**src/shared/sic_defines.vh**
```
// Summary of operation
// - Writing one to an enable-set bit sets that mask bit; zero leaves it.
// - Writing one to an enable-clear bit clears that mask bit; zero leaves it.
// - Mask readback returns one for each enabled source, zero otherwise.
// - Set, clear, readback share layout: bits 0-7 data flags, 8 select rise, 9 empty.
// - Clock idle level bit selects serial clock idle low (0) or high (1).
// - Phase bit 0 changes on leading edge; 1 captures on leading edge.
// - Hold bit 0 releases select after transfer; 1 holds until other select or a word with the last flag.
// - Length field gives 8 plus value bits, 0000 to 1000; others reserved.
// - Serial clock is master clock divided by divider field, 2 to 255; 0 and 1 divide by 2.
// - Select-to-clock delay is half serial period if zero, else field cycles.
// - Inter-character delay follows every character, also before select release.
// - Zero inter-character delay inserts no gap, clock keeps its duty cycle.
// - Nonzero gap lasts 32 times field plus half divider master cycles.
// - With decoding on, config register n governs decoded selects 4n to 4n+3.
// - Shifter empty sets once shifter, gap and select switch are done and no word waits; a held select may stay low.
`ifndef SIC_DEFINES_VH
`define SIC_DEFINES_VH
// Byte offsets on the register bus
`define SIC_OFS_MODE 8'h00
`define SIC_OFS_RXDATA 8'h08
`define SIC_OFS_TXDATA 8'h0c
`define SIC_OFS_STATUS 8'h10
`define SIC_OFS_IEN_SET 8'h14
`define SIC_OFS_IEN_CLR 8'h18
`define SIC_OFS_IEN_RB 8'h1c
`define SIC_OFS_CFG0 8'h30
// Flag positions shared by status and mask registers
`define SIC_NFLAGS 10
`define SIC_F_RXFULL 0
`define SIC_F_TXHEMPTY 1
`define SIC_F_MODE_FAULT_FLAG 2
`define SIC_F_OVR 3
`define SIC_F_EXT_LO 4
`define SIC_F_SELRISE 8
`define SIC_F_SHEMPTY 9
// Select config fields
`define SIC_C_IDLE 0
`define SIC_C_PHASE 1
`define SIC_C_HOLD 3
`define SIC_C_BITS_HI 7
`define SIC_C_BITS_LO 4
`define SIC_C_DIV_HI 15
`define SIC_C_DIV_LO 8
`define SIC_C_DBS_HI 23
`define SIC_C_DBS_LO 16
`define SIC_C_DCT_HI 31
`define SIC_C_DCT_LO 24
`define SIC_CFG_WMASK 32'hfffffffb
// Mode fields
`define SIC_M_DECODE 0
`define SIC_M_VARSEL 1
`define SIC_M_PCS_HI 19
`define SIC_M_PCS_LO 16
// Transmit word fields
`define SIC_T_LAST 24
// Reset values
`define SIC_RST_CFG 32'h00000000
`define SIC_RST_MODE 32'h00000000
`define SIC_RST_MASK 10'h000
// Timing
`define SIC_GAP_MULT 14'h0020
`define SIC_SWITCH_CYC 14'h0006
`define SIC_BASE_BITS 5'h08
`endif

```
**src/logic/sic_top.v**
```verilog
`timescale 1ns/1ps
`include "sic_defines.vh"

// Plain synchronous FIFO; data sits in an array of its own
module sic_fifo #(
  parameter W = 21,
  parameter D = 8,
  parameter AW = 3
) (
  // Clock and reset
  input wire aclk,
  input wire aresetn,
  // Fill side
  input wire s_valid,
  output wire s_ready,
  input wire [W-1:0] s_data,
  // Drain side
  output wire m_valid,
  input wire m_ready,
  output wire [W-1:0] m_data
);
  reg [W-1:0] mem [0:D-1];
  reg [AW-1:0] wp_r;
  reg [AW-1:0] rp_r;
  reg [AW:0] cnt_r;
  wire push = s_valid && s_ready;
  wire pop = m_valid && m_ready;

  assign s_ready = (cnt_r != D);
  assign m_valid = (cnt_r != 0);
  assign m_data = mem[rp_r];

  // Pointers wrap at depth, so depth need not be a power of two
  always @(posedge aclk) begin
    if (!aresetn) begin
      wp_r <= {AW{1'b0}};
      rp_r <= {AW{1'b0}};
      cnt_r <= {(AW+1){1'b0}};
    end else begin
      if (push) begin
        mem[wp_r] <= s_data;
        wp_r <= (wp_r == D - 1) ? {AW{1'b0}} : wp_r + 1'b1;
      end
      if (pop)
        rp_r <= (rp_r == D - 1) ? {AW{1'b0}} : rp_r + 1'b1;
      if (push && !pop)
        cnt_r <= cnt_r + 1'b1;
      else if (pop && !push)
        cnt_r <= cnt_r - 1'b1;
    end
  end
endmodule

module sic_top #(
  parameter FIFO_DEPTH = 8,
  parameter FIFO_AW = 3
) (
  // Clock and reset
  input wire aclk,
  input wire aresetn,
  // AXI4-Lite write address and data
  input wire [7:0] s_axi_awaddr,
  input wire s_axi_awvalid,
  output wire s_axi_awready,
  input wire [31:0] s_axi_wdata,
  input wire [3:0] s_axi_wstrb,
  input wire s_axi_wvalid,
  output wire s_axi_wready,
  // AXI4-Lite write response
  output reg [1:0] s_axi_bresp,
  output reg s_axi_bvalid,
  input wire s_axi_bready,
  // AXI4-Lite read
  input wire [7:0] s_axi_araddr,
  input wire s_axi_arvalid,
  output wire s_axi_arready,
  output reg [31:0] s_axi_rdata,
  output reg [1:0] s_axi_rresp,
  output reg s_axi_rvalid,
  input wire s_axi_rready,
  // Serial pins
  output reg serial_clock,
  output wire mosi,
  input wire miso,
  output reg [3:0] peripheral_select_lines_n,
  input wire select_input_n,
  // Flags from the surrounding controller
  input wire mode_fault_evt,
  input wire [3:0] dma_flags,
  // Interrupt
  output wire irq
);
  localparam S_IDLE = 3'h0;
  localparam S_LEAD = 3'h1;
  localparam S_SHIFT = 3'h2;
  localparam S_GAP = 3'h3;
  localparam S_SWITCH = 3'h4;

  reg [31:0] mode_r;
  reg [31:0] cfg_r [0:3];
  reg [9:0] mask_r;
  reg rxfull_r, ovr_r, mode_fault_flag_r, selrise_r;
  reg [15:0] rxdata_r;
  reg [3:0] rxpcs_r;
  reg miso_s1_r, miso_s2_r, nss_s1_r, nss_s2_r, nss_d_r;
  reg [2:0] st_r;
  reg [13:0] cnt_r;
  reg [4:0] bit_r;
  reg [15:0] sh_r, rxsh_r;
  reg cs_act_r, cur_last_r;
  reg cap1_r, cap2_r, capl1_r, capl2_r;
  reg [3:0] cur_pcs_r;
  integer i;

  // Config register index for a select code (decoded groups of four)
  function [1:0] cfg_idx;
    input [3:0] pcs;
    input dec;
    begin
      if (dec)
        cfg_idx = pcs[3:2];
      else if (!pcs[0])
        cfg_idx = 2'h0;
      else if (!pcs[1])
        cfg_idx = 2'h1;
      else if (!pcs[2])
        cfg_idx = 2'h2;
      else
        cfg_idx = 2'h3;
    end
  endfunction

  // Transmit FIFO: {last flag, select code, data}
  wire tx_in_valid, tx_in_ready, tx_valid, tx_pop;
  wire [20:0] tx_in, tx_word;
  sic_fifo #(.W(21), .D(FIFO_DEPTH), .AW(FIFO_AW)) u_fifo (
    .aclk(aclk),
    .aresetn(aresetn),
    .s_valid(tx_in_valid),
    .s_ready(tx_in_ready),
    .s_data(tx_in),
    .m_valid(tx_valid),
    .m_ready(tx_pop),
    .m_data(tx_word)
  );

  // Write channel: both halves taken together; a full FIFO stalls only transmit data writes
  wire wr_go = s_axi_awvalid && s_axi_wvalid && !s_axi_bvalid &&
               (s_axi_awaddr != `SIC_OFS_TXDATA || tx_in_ready);
  assign s_axi_awready = wr_go;
  assign s_axi_wready = wr_go;
  wire [31:0] wm = {{8{s_axi_wstrb[3]}}, {8{s_axi_wstrb[2]}},
                    {8{s_axi_wstrb[1]}}, {8{s_axi_wstrb[0]}}};
  wire [31:0] wd = s_axi_wdata & wm;
  wire wr_cfg = wr_go && s_axi_awaddr[7:4] == 4'h3 &&
                s_axi_awaddr[1:0] == 2'h0;
  wire [1:0] wr_ci = s_axi_awaddr[3:2];
  assign tx_in_valid = wr_go && s_axi_awaddr == `SIC_OFS_TXDATA;
  assign tx_in = {wd[`SIC_T_LAST], wd[19:16], wd[15:0]};

  // Read channel
  wire rd_go = s_axi_arvalid && !s_axi_rvalid;
  assign s_axi_arready = !s_axi_rvalid;
  wire rd_rx = rd_go && s_axi_araddr == `SIC_OFS_RXDATA;
  wire rd_st = rd_go && s_axi_araddr == `SIC_OFS_STATUS;

  // Current select and its configuration
  wire dec = mode_r[`SIC_M_DECODE];
  wire [3:0] new_pcs = mode_r[`SIC_M_VARSEL] ? tx_word[19:16] :
                       mode_r[`SIC_M_PCS_HI:`SIC_M_PCS_LO];
  wire new_last = mode_r[`SIC_M_VARSEL] & tx_word[20];
  wire [31:0] ncfg = cfg_r[cfg_idx(new_pcs, dec)];
  wire [31:0] ccfg = cfg_r[cfg_idx(cur_pcs_r, dec)];
  wire [7:0] div = ccfg[`SIC_C_DIV_HI:`SIC_C_DIV_LO];
  // Divider of one cannot toggle a registered clock; stretch to two
  wire [7:0] per = (div < 8'h02) ? 8'h02 : div;
  wire [7:0] mid = per >> 1;
  wire [7:0] ndiv = ncfg[`SIC_C_DIV_HI:`SIC_C_DIV_LO];
  wire [7:0] nmid = (ndiv < 8'h02) ? 8'h01 : (ndiv >> 1);
  wire [7:0] ndbs = ncfg[`SIC_C_DBS_HI:`SIC_C_DBS_LO];
  wire [7:0] dct = ccfg[`SIC_C_DCT_HI:`SIC_C_DCT_LO];
  // Gap: 32 x field plus half divider, none when field is zero
  wire [13:0] gap = (dct == 8'h00) ? 14'h0000 :
                    (`SIC_GAP_MULT * {6'h00, dct}) +
                    {7'h00, div[7:1]};
  wire [4:0] nbits = `SIC_BASE_BITS +
                     {1'b0, ccfg[`SIC_C_BITS_HI:`SIC_C_BITS_LO]};
  wire [4:0] nnbits = `SIC_BASE_BITS +
                      {1'b0, ncfg[`SIC_C_BITS_HI:`SIC_C_BITS_LO]};
  wire same_sel = tx_valid && new_pcs == cur_pcs_r;
  wire cont_ok = !cur_last_r && same_sel;
  wire shift_end = st_r == S_SHIFT && cnt_r == {6'h00, per} - 14'h0001 &&
                   bit_r == nbits - 5'h01;
  wire gap_end = st_r == S_GAP && cnt_r == 14'h0000;
  wire lead_load = st_r == S_IDLE && tx_valid && cs_act_r && same_sel;
  wire start_new = st_r == S_IDLE && tx_valid && !cs_act_r;
  // Last bit of a character is sampled in this cycle
  wire rx_done = cap2_r && capl2_r;
  assign tx_pop = lead_load || start_new ||
                  (shift_end && gap == 14'h0000 && cont_ok) ||
                  (gap_end && cont_ok);
  // Left-align the word so the first bit always leaves from bit 15
  wire [15:0] load_sh = tx_word[15:0] << (5'h10 - nnbits);
  assign mosi = sh_r[15];

  // Status flags and interrupt
  wire shifter_empty = st_r == S_IDLE && !tx_valid;
  wire [9:0] status = {shifter_empty, selrise_r, dma_flags, ovr_r, mode_fault_flag_r,
                       tx_in_ready, rxfull_r};
  assign irq = |(status & mask_r);

  // Register file writes and sticky flags; a set wins over its clear
  always @(posedge aclk) begin
    if (!aresetn) begin
      mode_r <= `SIC_RST_MODE;
      for (i = 0; i < 4; i = i + 1)
        cfg_r[i] <= `SIC_RST_CFG;
      mask_r <= `SIC_RST_MASK;
      rxfull_r <= 1'b0;
      ovr_r <= 1'b0;
      mode_fault_flag_r <= 1'b0;
      selrise_r <= 1'b0;
      rxdata_r <= 16'h0000;
      rxpcs_r <= 4'h0;
    end else begin
      if (wr_go && s_axi_awaddr == `SIC_OFS_MODE)
        mode_r <= (mode_r & ~wm) | wd;
      if (wr_cfg)
        cfg_r[wr_ci] <= ((cfg_r[wr_ci] & ~wm) | wd) & `SIC_CFG_WMASK;
      if (wr_go && s_axi_awaddr == `SIC_OFS_IEN_SET)
        mask_r <= mask_r | wd[9:0];
      else if (wr_go && s_axi_awaddr == `SIC_OFS_IEN_CLR)
        mask_r <= mask_r & ~wd[9:0];
      if (rx_done) begin
        rxdata_r <= {rxsh_r[14:0], miso_s2_r};
        rxpcs_r <= cur_pcs_r;
        rxfull_r <= 1'b1;
      end else if (rd_rx)
        rxfull_r <= 1'b0;
      // Overrun: a second load before the first was read
      if (rx_done && rxfull_r && !rd_rx)
        ovr_r <= 1'b1;
      else if (rd_st)
        ovr_r <= 1'b0;
      if (mode_fault_evt)
        mode_fault_flag_r <= 1'b1;
      else if (rd_st)
        mode_fault_flag_r <= 1'b0;
      if (nss_s2_r && !nss_d_r)
        selrise_r <= 1'b1;
      else if (rd_st)
        selrise_r <= 1'b0;
    end
  end

  // Bus answers: one cycle after the handshake
  always @(posedge aclk) begin
    if (!aresetn) begin
      s_axi_bvalid <= 1'b0;
      s_axi_bresp <= 2'h0;
      s_axi_rvalid <= 1'b0;
      s_axi_rresp <= 2'h0;
      s_axi_rdata <= 32'h00000000;
    end else begin
      if (wr_go) begin
        s_axi_bvalid <= 1'b1;
        s_axi_bresp <= (s_axi_awaddr == `SIC_OFS_MODE ||
                        s_axi_awaddr == `SIC_OFS_TXDATA ||
                        s_axi_awaddr == `SIC_OFS_IEN_SET ||
                        s_axi_awaddr == `SIC_OFS_IEN_CLR || wr_cfg) ?
                       2'h0 : 2'h3;
      end else if (s_axi_bready)
        s_axi_bvalid <= 1'b0;
      if (rd_go) begin
        s_axi_rvalid <= 1'b1;
        s_axi_rresp <= 2'h0;
        case (s_axi_araddr)
          `SIC_OFS_MODE: s_axi_rdata <= mode_r;
          `SIC_OFS_RXDATA: s_axi_rdata <= {12'h000, rxpcs_r, rxdata_r};
          `SIC_OFS_STATUS: s_axi_rdata <= {22'h000000, status};
          `SIC_OFS_IEN_RB: s_axi_rdata <= {22'h000000, mask_r};
          8'h30, 8'h34, 8'h38, 8'h3c: s_axi_rdata <= cfg_r[s_axi_araddr[3:2]];
          default: begin
            s_axi_rdata <= 32'h00000000;
            s_axi_rresp <= 2'h3;
          end
        endcase
      end else if (s_axi_rready)
        s_axi_rvalid <= 1'b0;
    end
  end

  // Pin synchronisers
  always @(posedge aclk) begin
    if (!aresetn) begin
      miso_s1_r <= 1'b0;
      miso_s2_r <= 1'b0;
      nss_s1_r <= 1'b1;
      nss_s2_r <= 1'b1;
      nss_d_r <= 1'b1;
    end else begin
      miso_s1_r <= miso;
      miso_s2_r <= miso_s1_r;
      nss_s1_r <= select_input_n;
      nss_s2_r <= nss_s1_r;
      nss_d_r <= nss_s2_r;
    end
  end

  // Transfer engine
  always @(posedge aclk) begin
    if (!aresetn) begin
      st_r <= S_IDLE;
      cnt_r <= 14'h0000;
      bit_r <= 5'h00;
      sh_r <= 16'h0000;
      rxsh_r <= 16'h0000;
      cs_act_r <= 1'b0;
      cur_last_r <= 1'b0;
      cur_pcs_r <= 4'hf;
      serial_clock <= 1'b0;
      cap1_r <= 1'b0;
      cap2_r <= 1'b0;
      capl1_r <= 1'b0;
      capl2_r <= 1'b0;
    end else begin
      // Sample two cycles after mid-bit: miso lags by its two flops,
      // which keeps short dividers from taking the previous bit
      cap1_r <= st_r == S_SHIFT && cnt_r == {6'h00, mid};
      capl1_r <= bit_r == nbits - 5'h01;
      cap2_r <= cap1_r;
      capl2_r <= cap1_r && capl1_r;
      if (cap2_r)
        rxsh_r <= {rxsh_r[14:0], miso_s2_r};
      case (st_r)
        S_IDLE: begin
          serial_clock <= ccfg[`SIC_C_IDLE];
          if (tx_valid && cs_act_r && !same_sel) begin
            cs_act_r <= 1'b0;
            cnt_r <= `SIC_SWITCH_CYC - 14'h0001;
            st_r <= S_SWITCH;
          end else if (lead_load) begin
            sh_r <= load_sh;
            cur_last_r <= new_last;
            bit_r <= 5'h00;
            cnt_r <= 14'h0000;
            st_r <= S_SHIFT;
          end else if (start_new) begin
            cs_act_r <= 1'b1;
            cur_pcs_r <= new_pcs;
            cur_last_r <= new_last;
            sh_r <= load_sh;
            bit_r <= 5'h00;
            serial_clock <= ncfg[`SIC_C_IDLE];
            cnt_r <= {6'h00, (ndbs == 8'h00) ? nmid : ndbs} -
                     14'h0001;
            st_r <= S_LEAD;
          end
        end
        S_LEAD: begin
          if (cnt_r == 14'h0000)
            st_r <= S_SHIFT;
          else
            cnt_r <= cnt_r - 14'h0001;
        end
        S_SHIFT: begin
          // Phase 0: active first half; phase 1: active second half
          serial_clock <= ccfg[`SIC_C_IDLE] ^ (ccfg[`SIC_C_PHASE] ?
                          (cnt_r >= {6'h00, mid}) :
                          (cnt_r < {6'h00, mid}));
          if (cnt_r == {6'h00, per} - 14'h0001) begin
            cnt_r <= 14'h0000;
            if (bit_r != nbits - 5'h01) begin
              bit_r <= bit_r + 5'h01;
              sh_r <= {sh_r[14:0], 1'b0};
            end else if (gap == 14'h0000 && cont_ok) begin
              bit_r <= 5'h00;
              sh_r <= load_sh;
              cur_last_r <= new_last;
            end else begin
              cnt_r <= (gap == 14'h0000) ? 14'h0000 :
                       gap - 14'h0001;
              st_r <= S_GAP;
            end
          end else
            cnt_r <= cnt_r + 14'h0001;
        end
        S_GAP: begin
          serial_clock <= ccfg[`SIC_C_IDLE];
          if (cnt_r != 14'h0000)
            cnt_r <= cnt_r - 14'h0001;
          else if (cont_ok) begin
            sh_r <= load_sh;
            cur_last_r <= new_last;
            bit_r <= 5'h00;
            st_r <= S_SHIFT;
          end else if (cur_last_r || tx_valid ||
                       !ccfg[`SIC_C_HOLD]) begin
            cs_act_r <= 1'b0;
            cnt_r <= `SIC_SWITCH_CYC - 14'h0001;
            st_r <= S_SWITCH;
          end else
            st_r <= S_IDLE;
        end
        S_SWITCH: begin
          if (cnt_r == 14'h0000)
            st_r <= S_IDLE;
          else
            cnt_r <= cnt_r - 14'h0001;
        end
        default: st_r <= S_IDLE;
      endcase
    end
  end

  // Select pins: raw code when decoding, else one line low per code
  always @(posedge aclk) begin
    if (!aresetn)
      peripheral_select_lines_n <= 4'hf;
    else if (!cs_act_r)
      peripheral_select_lines_n <= 4'hf;
    else if (dec)
      peripheral_select_lines_n <= cur_pcs_r;
    else if (!cur_pcs_r[0])
      peripheral_select_lines_n <= 4'he;
    else if (!cur_pcs_r[1])
      peripheral_select_lines_n <= 4'hd;
    else if (!cur_pcs_r[2])
      peripheral_select_lines_n <= 4'hb;
    else
      peripheral_select_lines_n <= 4'h7;
  end
endmodule

```
**config.mk**
```make
export PLATFORM = sky130hd
export DESIGN_NAME = sic_top
export DESIGN_NICKNAME = d
export VERILOG_FILES = /design/src/logic/sic_top.v
export VERILOG_INCLUDE_DIRS = /design/src /design/src/shared
export SDC_FILE = /design/constraint.sdc
export NUM_CORES = 1
export LEC_CHECK = 0
export ABC_AREA = 1
export BUFFER_PORTS_ARGS = -buffer_cell sky130_fd_sc_hd__buf_2
export CELL_PAD_IN_SITES_DETAIL_PLACEMENT = 2
export CELL_PAD_IN_SITES_GLOBAL_PLACEMENT = 2
export CORE_MARGIN = 2
export CORE_UTILIZATION = 41
export DETAILED_ROUTE_END_ITERATION = 8
export HOLD_SLACK_MARGIN = 0.05
export PLACE_DENSITY = 0.95
export SYNTH_ARGS = -nofsm -noshare
export SYNTH_HDL_FRONTEND = slang
export SYNTH_SLANG_ARGS = --single-unit
```
**constraint.sdc**
```tcl
create_clock -name aclk -period 8 [get_ports aclk]
set_input_delay 0.8 -clock aclk [delete_from_list [all_inputs] [get_ports aclk]]
set_output_delay 0.8 -clock aclk [all_outputs]
set_load 0.03 [all_outputs]
```
======== Yosys cells after proc, flatten, opt, wreduce, memory -nomap -nowiden ========
Memory sizes are Yosys's and may differ from the RTL's. A register that Yosys moved wholly into a read port is not among the register bits.
Index checks and enable logic that the tools add are counted.
cells by class
  add/subtract/negate cells ............... 15
  multipliers ............................. 0
  divide/modulo/power cells ............... 0
  magnitude comparators ................... 4
  equal/unequal tests ..................... 43
  shift operators ......................... 1
  multiplexer cells ....................... 111
  bitwise operators ....................... 14
  reductions and logical operators ........ 92
operators with widths
  operator               number
  $mux 14                12
  $pmux 32 s5            1
  $mux 16                8
  $and 32x32->32         3
  $or 32x32->32          2
  $pmux 14 s4            1
  $pmux 16 s3            1
  $mux 3                 15
  $mux 5                 8
  $logic_and 1x1->1      38
  $mux 1                 38
  $eq 8x5->1 const B     4
  $eq 8x6->1 const B     4
  $logic_not 8->1        4
  $not 32->32            1
  $mux 31                1
  $reduce_or 31->1       1
  $logic_not 14->1       2
  $mux 4                 7
  $sub 14x1->14 const B  2
  $and 10x10->10         2
  $mux 10                2
  $mux 2                 9
  $ne 2x2->1 const B     9
  other kinds (60)       105
word-level totals
  flip-flop bits (word level) ............. 187
  bits in latches ......................... 0
  memory bits (writable) .................. 292
  bits in read-only memories .............. 0
  bits of input ports ..................... 66
  output and inout port bits .............. 48
  word-level logic and storage cells ...... 317
  memories kept ........................... 2
memory list
  memory      depth  bits a word  read ports  clocked after memory_dff  wr ports  RTL line       source
  u_fifo.mem  8      21           1           1                         1         sic_top.v:22   reg [W-1:0] mem [0:D-1];
  cfg_r       4      31           4           0                         4         sic_top.v:100  reg [31:0] cfg_r [0:3];

======== Depth between registers and ports, before layout ========
An unclocked memory read counts as a cell.
  depth after elaboration ................. 19
  depth in mapped cells ................... 37
  mapped depth without buffers ............ 36

======== Modules after synthesis ========
Synthesis repeated with hierarchy kept, for this count alone.
unflattened totals
  cell total of the unflattened synthesis .. 3379
  area total of the unflattened synthesis .. 25966.2 µm²
by module, submodules not included
  module    instances  cells an instance  area each (µm²)  sequential area each (µm²)
  sic_top   1          2723               18592.8          7226.9
  sic_fifo  1          656                7373.3           5305.1

======== Worst setup path before layout ========
No wires, ideal clock.
  kind .................................... input port to flip-flop
  from .................................... in s_axi_awaddr[3]
  to ...................................... mem cfg_r[0][0] (netlist bit), enable pin
  setup time .............................. 462 ps
  arrival time ............................ 3873 ps
  data required time ...................... 7538 ps
  setup slack ............................. 3664 ps
  stages .................................. 7
  buffers on the path ..................... 0
  cells stage by stage .................... nand2_1 > inv_1 > nand4_1 > nand2_1 > inv_1 > nand4_1 > o21ai_0
RTL lines
  item         RTL line       source
  from (decl)  sic_top.v:62   input wire [7:0] s_axi_awaddr,
  to (decl)    sic_top.v:100

==> impl.org <==
** Status
- The run finished, with violations left.
- Violated checks :: max-capacitance violations

** Final layout
- Number of nets in the layout :: ~3.4k
- The post-route netlist has around 11% of its cells at a drive strength greater than 1.
- Count of fill cells added during filler insertion :: between 6k and 7k
- Relative to the synthesized area, the layout overhead comes to 12.1%.
- After the flow finishes, the layout carries non-filler instances totaling 4168.

** Synthesis
- Yosys cell types :: between 60 and 70
- EDFF count, synth :: 292
- Area share of the largest cell type after synthesis :: between 30% and 40%
- Ranked by total cell area, the synthesized netlist is headed by sky130_fd_sc_hd__edfxtp_1 (34%), sky130_fd_sc_hd__dfxtp_1 (15%), sky130_fd_sc_hd__nand2_1 (9.4%).
- Yosys reg bits :: 480
- In this run the cell area of the synthesized design comes to between 20000 and 30000 µm².
- The cell count after synthesis came out at between 3k and 4k.
- By count the netlist is led by sky130_fd_sc_hd__nand2_1 (645), sky130_fd_sc_hd__nor2_1 (379), sky130_fd_sc_hd__inv_1 (307).
- For this run, asynchronously set or reset flops after synthesis account for 0%.
- When the netlist entered floorplanning its net count stood at between 3k and 4k.
- After synthesis, flip-flops and latches occupy between 40% and 50% of the total area.
- Dividing the synthesized area by the synthesized cell count gives approximately 8.0 µm².
- Summed over all instances, the cell type with the most area after synthesis is sky130_fd_sc_hd__edfxtp_1.
- Warnings from Yosys :: 0
- The most used flip-flop cell after synthesis is sky130_fd_sc_hd__edfxtp_1.
- By instance count, the leading cell after synthesis is sky130_fd_sc_hd__nand2_1.

** Timing
- F_max :: 0.140 GHz
- The number of failing hold endpoints at the final stage was 0.
- At the pin with the least slew margin, the transition time is 1.49 ns.
- Hold timing on the final database bottoms out at a slack of around 0.32 ns.
- Fin Setup TNS :: 0 ns
- Final clock skew :: ~0.017 ns
- Setup repair after global routing missed its margin :: no
- Period minus WS final :: between 7 and 8 ns
- Number of pins exceeding their max-slew limit in the final report :: 0
- Setup violations remaining at the end of the flow were counted as 0.
- Relative slew slack :: 0.918%
- Part of the cycle the worst path needs :: between 80% and 90%
- Post-route setup slack :: between 0.8 and 0.9 ns

** Pwr
- Switch Pwr :: between 0.004 and 0.005 W
- Part of the power in the clock network :: about 27%
- The internal portion of the total power is roughly 0.0055 W.
- Pwr per Cell Area :: approximately 360 nW/µm²
- Leakage component of the power :: 11.5 nW
- Net switching is a little under half of the power.
- Fraction of power consumed by combinational cells :: approximately 44%
- IR analysis of the VDD net gives a maximum drop of approximately 210 µV.
- Sequential share of power :: 28.4%

** Floorplan
- Placeable core area :: a little over 60000 µm²
- The floorplan has between 90 and 100 rows.
- Initial Util :: between 40% and 50%
- Die Area :: about 65000 µm²
- Chip height :: about 250 µm
- Io pins :: ~110
- The die is about 250 µm wide.

** Setup path
- In this design, the critical path's most frequently occurring cell is sky130_fd_sc_hd__nand2_1.
- Crit path max-delay cell type :: sky130_fd_sc_hd__nand2_4
- STA classifies the critical path startpoint as a register.
- For this run, the slowest stage of the critical path takes between 0.7 and 0.8 ns.
- Classification of the worst setup path :: register to register
- Along the worst path, the maximum fanout reaches 80.
- STA puts the critical path data required time at roughly 8.6 ns.
- Worst endpoint data arrival time :: ~7.7 ns
- Sort of element at the end of the critical path :: register

** Clock network
- The H-tree was split into 2 levels.
- TritonCTS built the clock tree.
- After clock tree synthesis, the clock-pin slew on the worst setup and hold paths is around 0.07 ns.
- Counting the buffers created by CTS gives 55.
- Post-cts gate resize count :: 0
- For this design, the sink count on the clock tree is 480.
- Quantity of hold-fixing buffers added after cts :: 0
- In this run the clock root is driven by a sky130_fd_sc_hd__clkbuf_16.
- Count of buffers added by post-CTS timing repair for setup :: 0
- Clock latency at the later pin of the worst-skew pair :: about 0.69 ns
- Max Root-Sink Buffers :: 3

** GRT
- The first global-routing pass estimated approximately 210000 µm of wire.
- Global routing finished with a remaining overflow of 0.
- Total routing resource utilization after global routing :: 44.8%
- Largest net degree at the start of global routing :: 82
- Antenna violations before repair :: 14
- Number of global-route vias before repair :: 31.0k

** Route
- Vias :: approximately 28k
- Number of iterations in the first detailed-routing pass :: 6
- Count of nets left with antenna violations after detail routing :: 0
- Remaining routing DRC violations :: 0
- Routed length per placed instance :: approximately 35 µm
- Wires add up to ~150000 µm.
- For this block, the initial DRC count from the detailed router was 3452.
- DR vias/cell :: approximately 6.8

** Placement
- IO Port Bufs :: 113
- Setup slack at placement :: about 1.7 ns
- HPWL after detailed placement :: between 80000 and 90000 µm
- Number of cells in the design after placement :: 4059
- Routability-driven placement finished with a final weighted congestion of a little over 0.9.

** Worst hold path
- Path class of the lowest-slack min-delay path :: input pin to register

** Run
- The tool flagged a number of max-cap violations equal to 1.
-- cell families after synthesis --
group                    after synthesis  synth area share, %
buffers and inverters                505                 8.10
AND/OR/NAND/NOR                     1390                 23.2
AO/OA/AOI/OAI                        792                 17.3
flip-flops                           480                 48.7
adder cells (fa/ha/maj)               26                 1.32
XOR/XNOR                              41                 1.40
-- layout make-up --
cell class / instances / area (µm²) / share of cell area [%]
diodes: 8 / 20.0 / 0.0694
clock buffers: 82 / 1660 / 5.74
clock inverters: 19 / 235 / 0.815
inverters: 335 / 1260 / 4.38
multi-input cells: 2249 / 11200 / 38.8
flip-flops and latches: 480 / 12500 / 43.4
well taps: 837 / 1050 / 3.63
repair buffers: 158 / 906 / 3.14
-- power by group through the flow --
| stage | Combinational (W) | Sequential, W | Clock [W] |
|---|---|---|---|
| global placement | 0.00370 | 0.00293 | 0 |
| CTS | 0.00435 | 0.00291 | 0.00280 |
| floorplan | 0.00284 | 0.00290 | 0 |
| global route | 0.00478 | 0.00293 | 0.00288 |
| detailed placement | 0.00404 | 0.00295 | 0 |
| finish | 0.00456 | 0.00293 | 0.00282 |
-- worst max-delay path: cells and delay by family (launching register included) --
| family | cells | cell delay, ns |
|---|---|---|
| adder cells (fa/ha/maj) | 3 | 0.94 |
| AO/OA/AOI/OAI | 4 | 0.80 |
| flip-flops | 1 | 0.59 |
| AND/OR/NAND/NOR | 23 | 3.70 |
| buffers and inverters | 4 | 0.87 |
-- per-stage QoR --
step	area (µm²)	power (W)	util, %
after floorplan	25700	0.00574	-
after global placement	26900	0.00663	43.5
after detailed placement	26900	0.00700	43.5
after CTS	28800	0.0101	46.6
after global routing	28800	0.0106	46.6
final	28900	0.0103	46.6
-- sequential cells by signal (all words and copies together) (netlist names), 4 cells and up, named ones only --
| signal | count |
|---|---|
| bit_r | 5 |
| peripheral_select_lines_n | 4 |
| cfg_r | 124 |
| u_fifo.cnt_r | 4 |
| cnt_r | 14 |
| s_axi_rdata | 32 |
| u_fifo.mem | 168 |
| rxpcs_r | 4 |
| cur_pcs_r | 4 |
| rxsh_r | 15 |
| rxdata_r | 16 |
| sh_r | 16 |
-- worst paths after layout --
check | start | to | slack [ns] | depth (start not counted)
max | register | u_fifo.cnt_r[3] | 0.87 | 34
max reg2reg | register | u_fifo.cnt_r[3] | 0.87 | 34
min | select_input_n | nss_s1_r | 0.32 | 2
min reg2reg | nss_s2_r | nss_d_r | 0.46 | 2
-- placed cells by master, fill, tap and decap left out, types with 19 or more instances in the layout --
| cell type | Yosys | routed |
|---|---|---|
| sky130_fd_sc_hd__buf_2 | 23 | 112 |
| sky130_fd_sc_hd__a21oi_1 | 265 | 265 |
| sky130_fd_sc_hd__clkbuf_16 | 0 | 57 |
| sky130_fd_sc_hd__dfxtp_1 | 188 | 187 |
| sky130_fd_sc_hd__ha_1 | 24 | 24 |
| sky130_fd_sc_hd__nor2_1 | 379 | 378 |
| sky130_fd_sc_hd__nand2_2 | 23 | 23 |
| sky130_fd_sc_hd__nand3_1 | 207 | 207 |
| sky130_fd_sc_hd__nand2_1 | 645 | 645 |
| sky130_fd_sc_hd__inv_1 | 307 | 306 |
| sky130_fd_sc_hd__o22ai_1 | 72 | 72 |
| sky130_fd_sc_hd__o211ai_1 | 30 | 30 |
| sky130_fd_sc_hd__edfxtp_1 | 292 | 292 |
| sky130_fd_sc_hd__buf_4 | 7 | 46 |
| sky130_fd_sc_hd__inv_2 | 18 | 19 |
| sky130_fd_sc_hd__o21ai_1 | 30 | 30 |
| sky130_fd_sc_hd__nor3_1 | 53 | 44 |
| sky130_fd_sc_hd__o21ai_0 | 286 | 284 |
| sky130_fd_sc_hd__a31oi_1 | 26 | 26 |
| sky130_fd_sc_hd__xor2_1 | 35 | 35 |
-- metal layers --
layer | vias to the layer above | wire length [µm] | global-route usage, %
li1 | 11100 | - | -
met1 | 14000 | 49900 | 49.1
met2 | 2232 | 66600 | 71.5
met3 | 927 | 15300 | 13.3
met4 | 10 | 14300 | 38.2
met5 | - | 74 | 0
No activity file was read; power rests on OpenSTA's default activity.
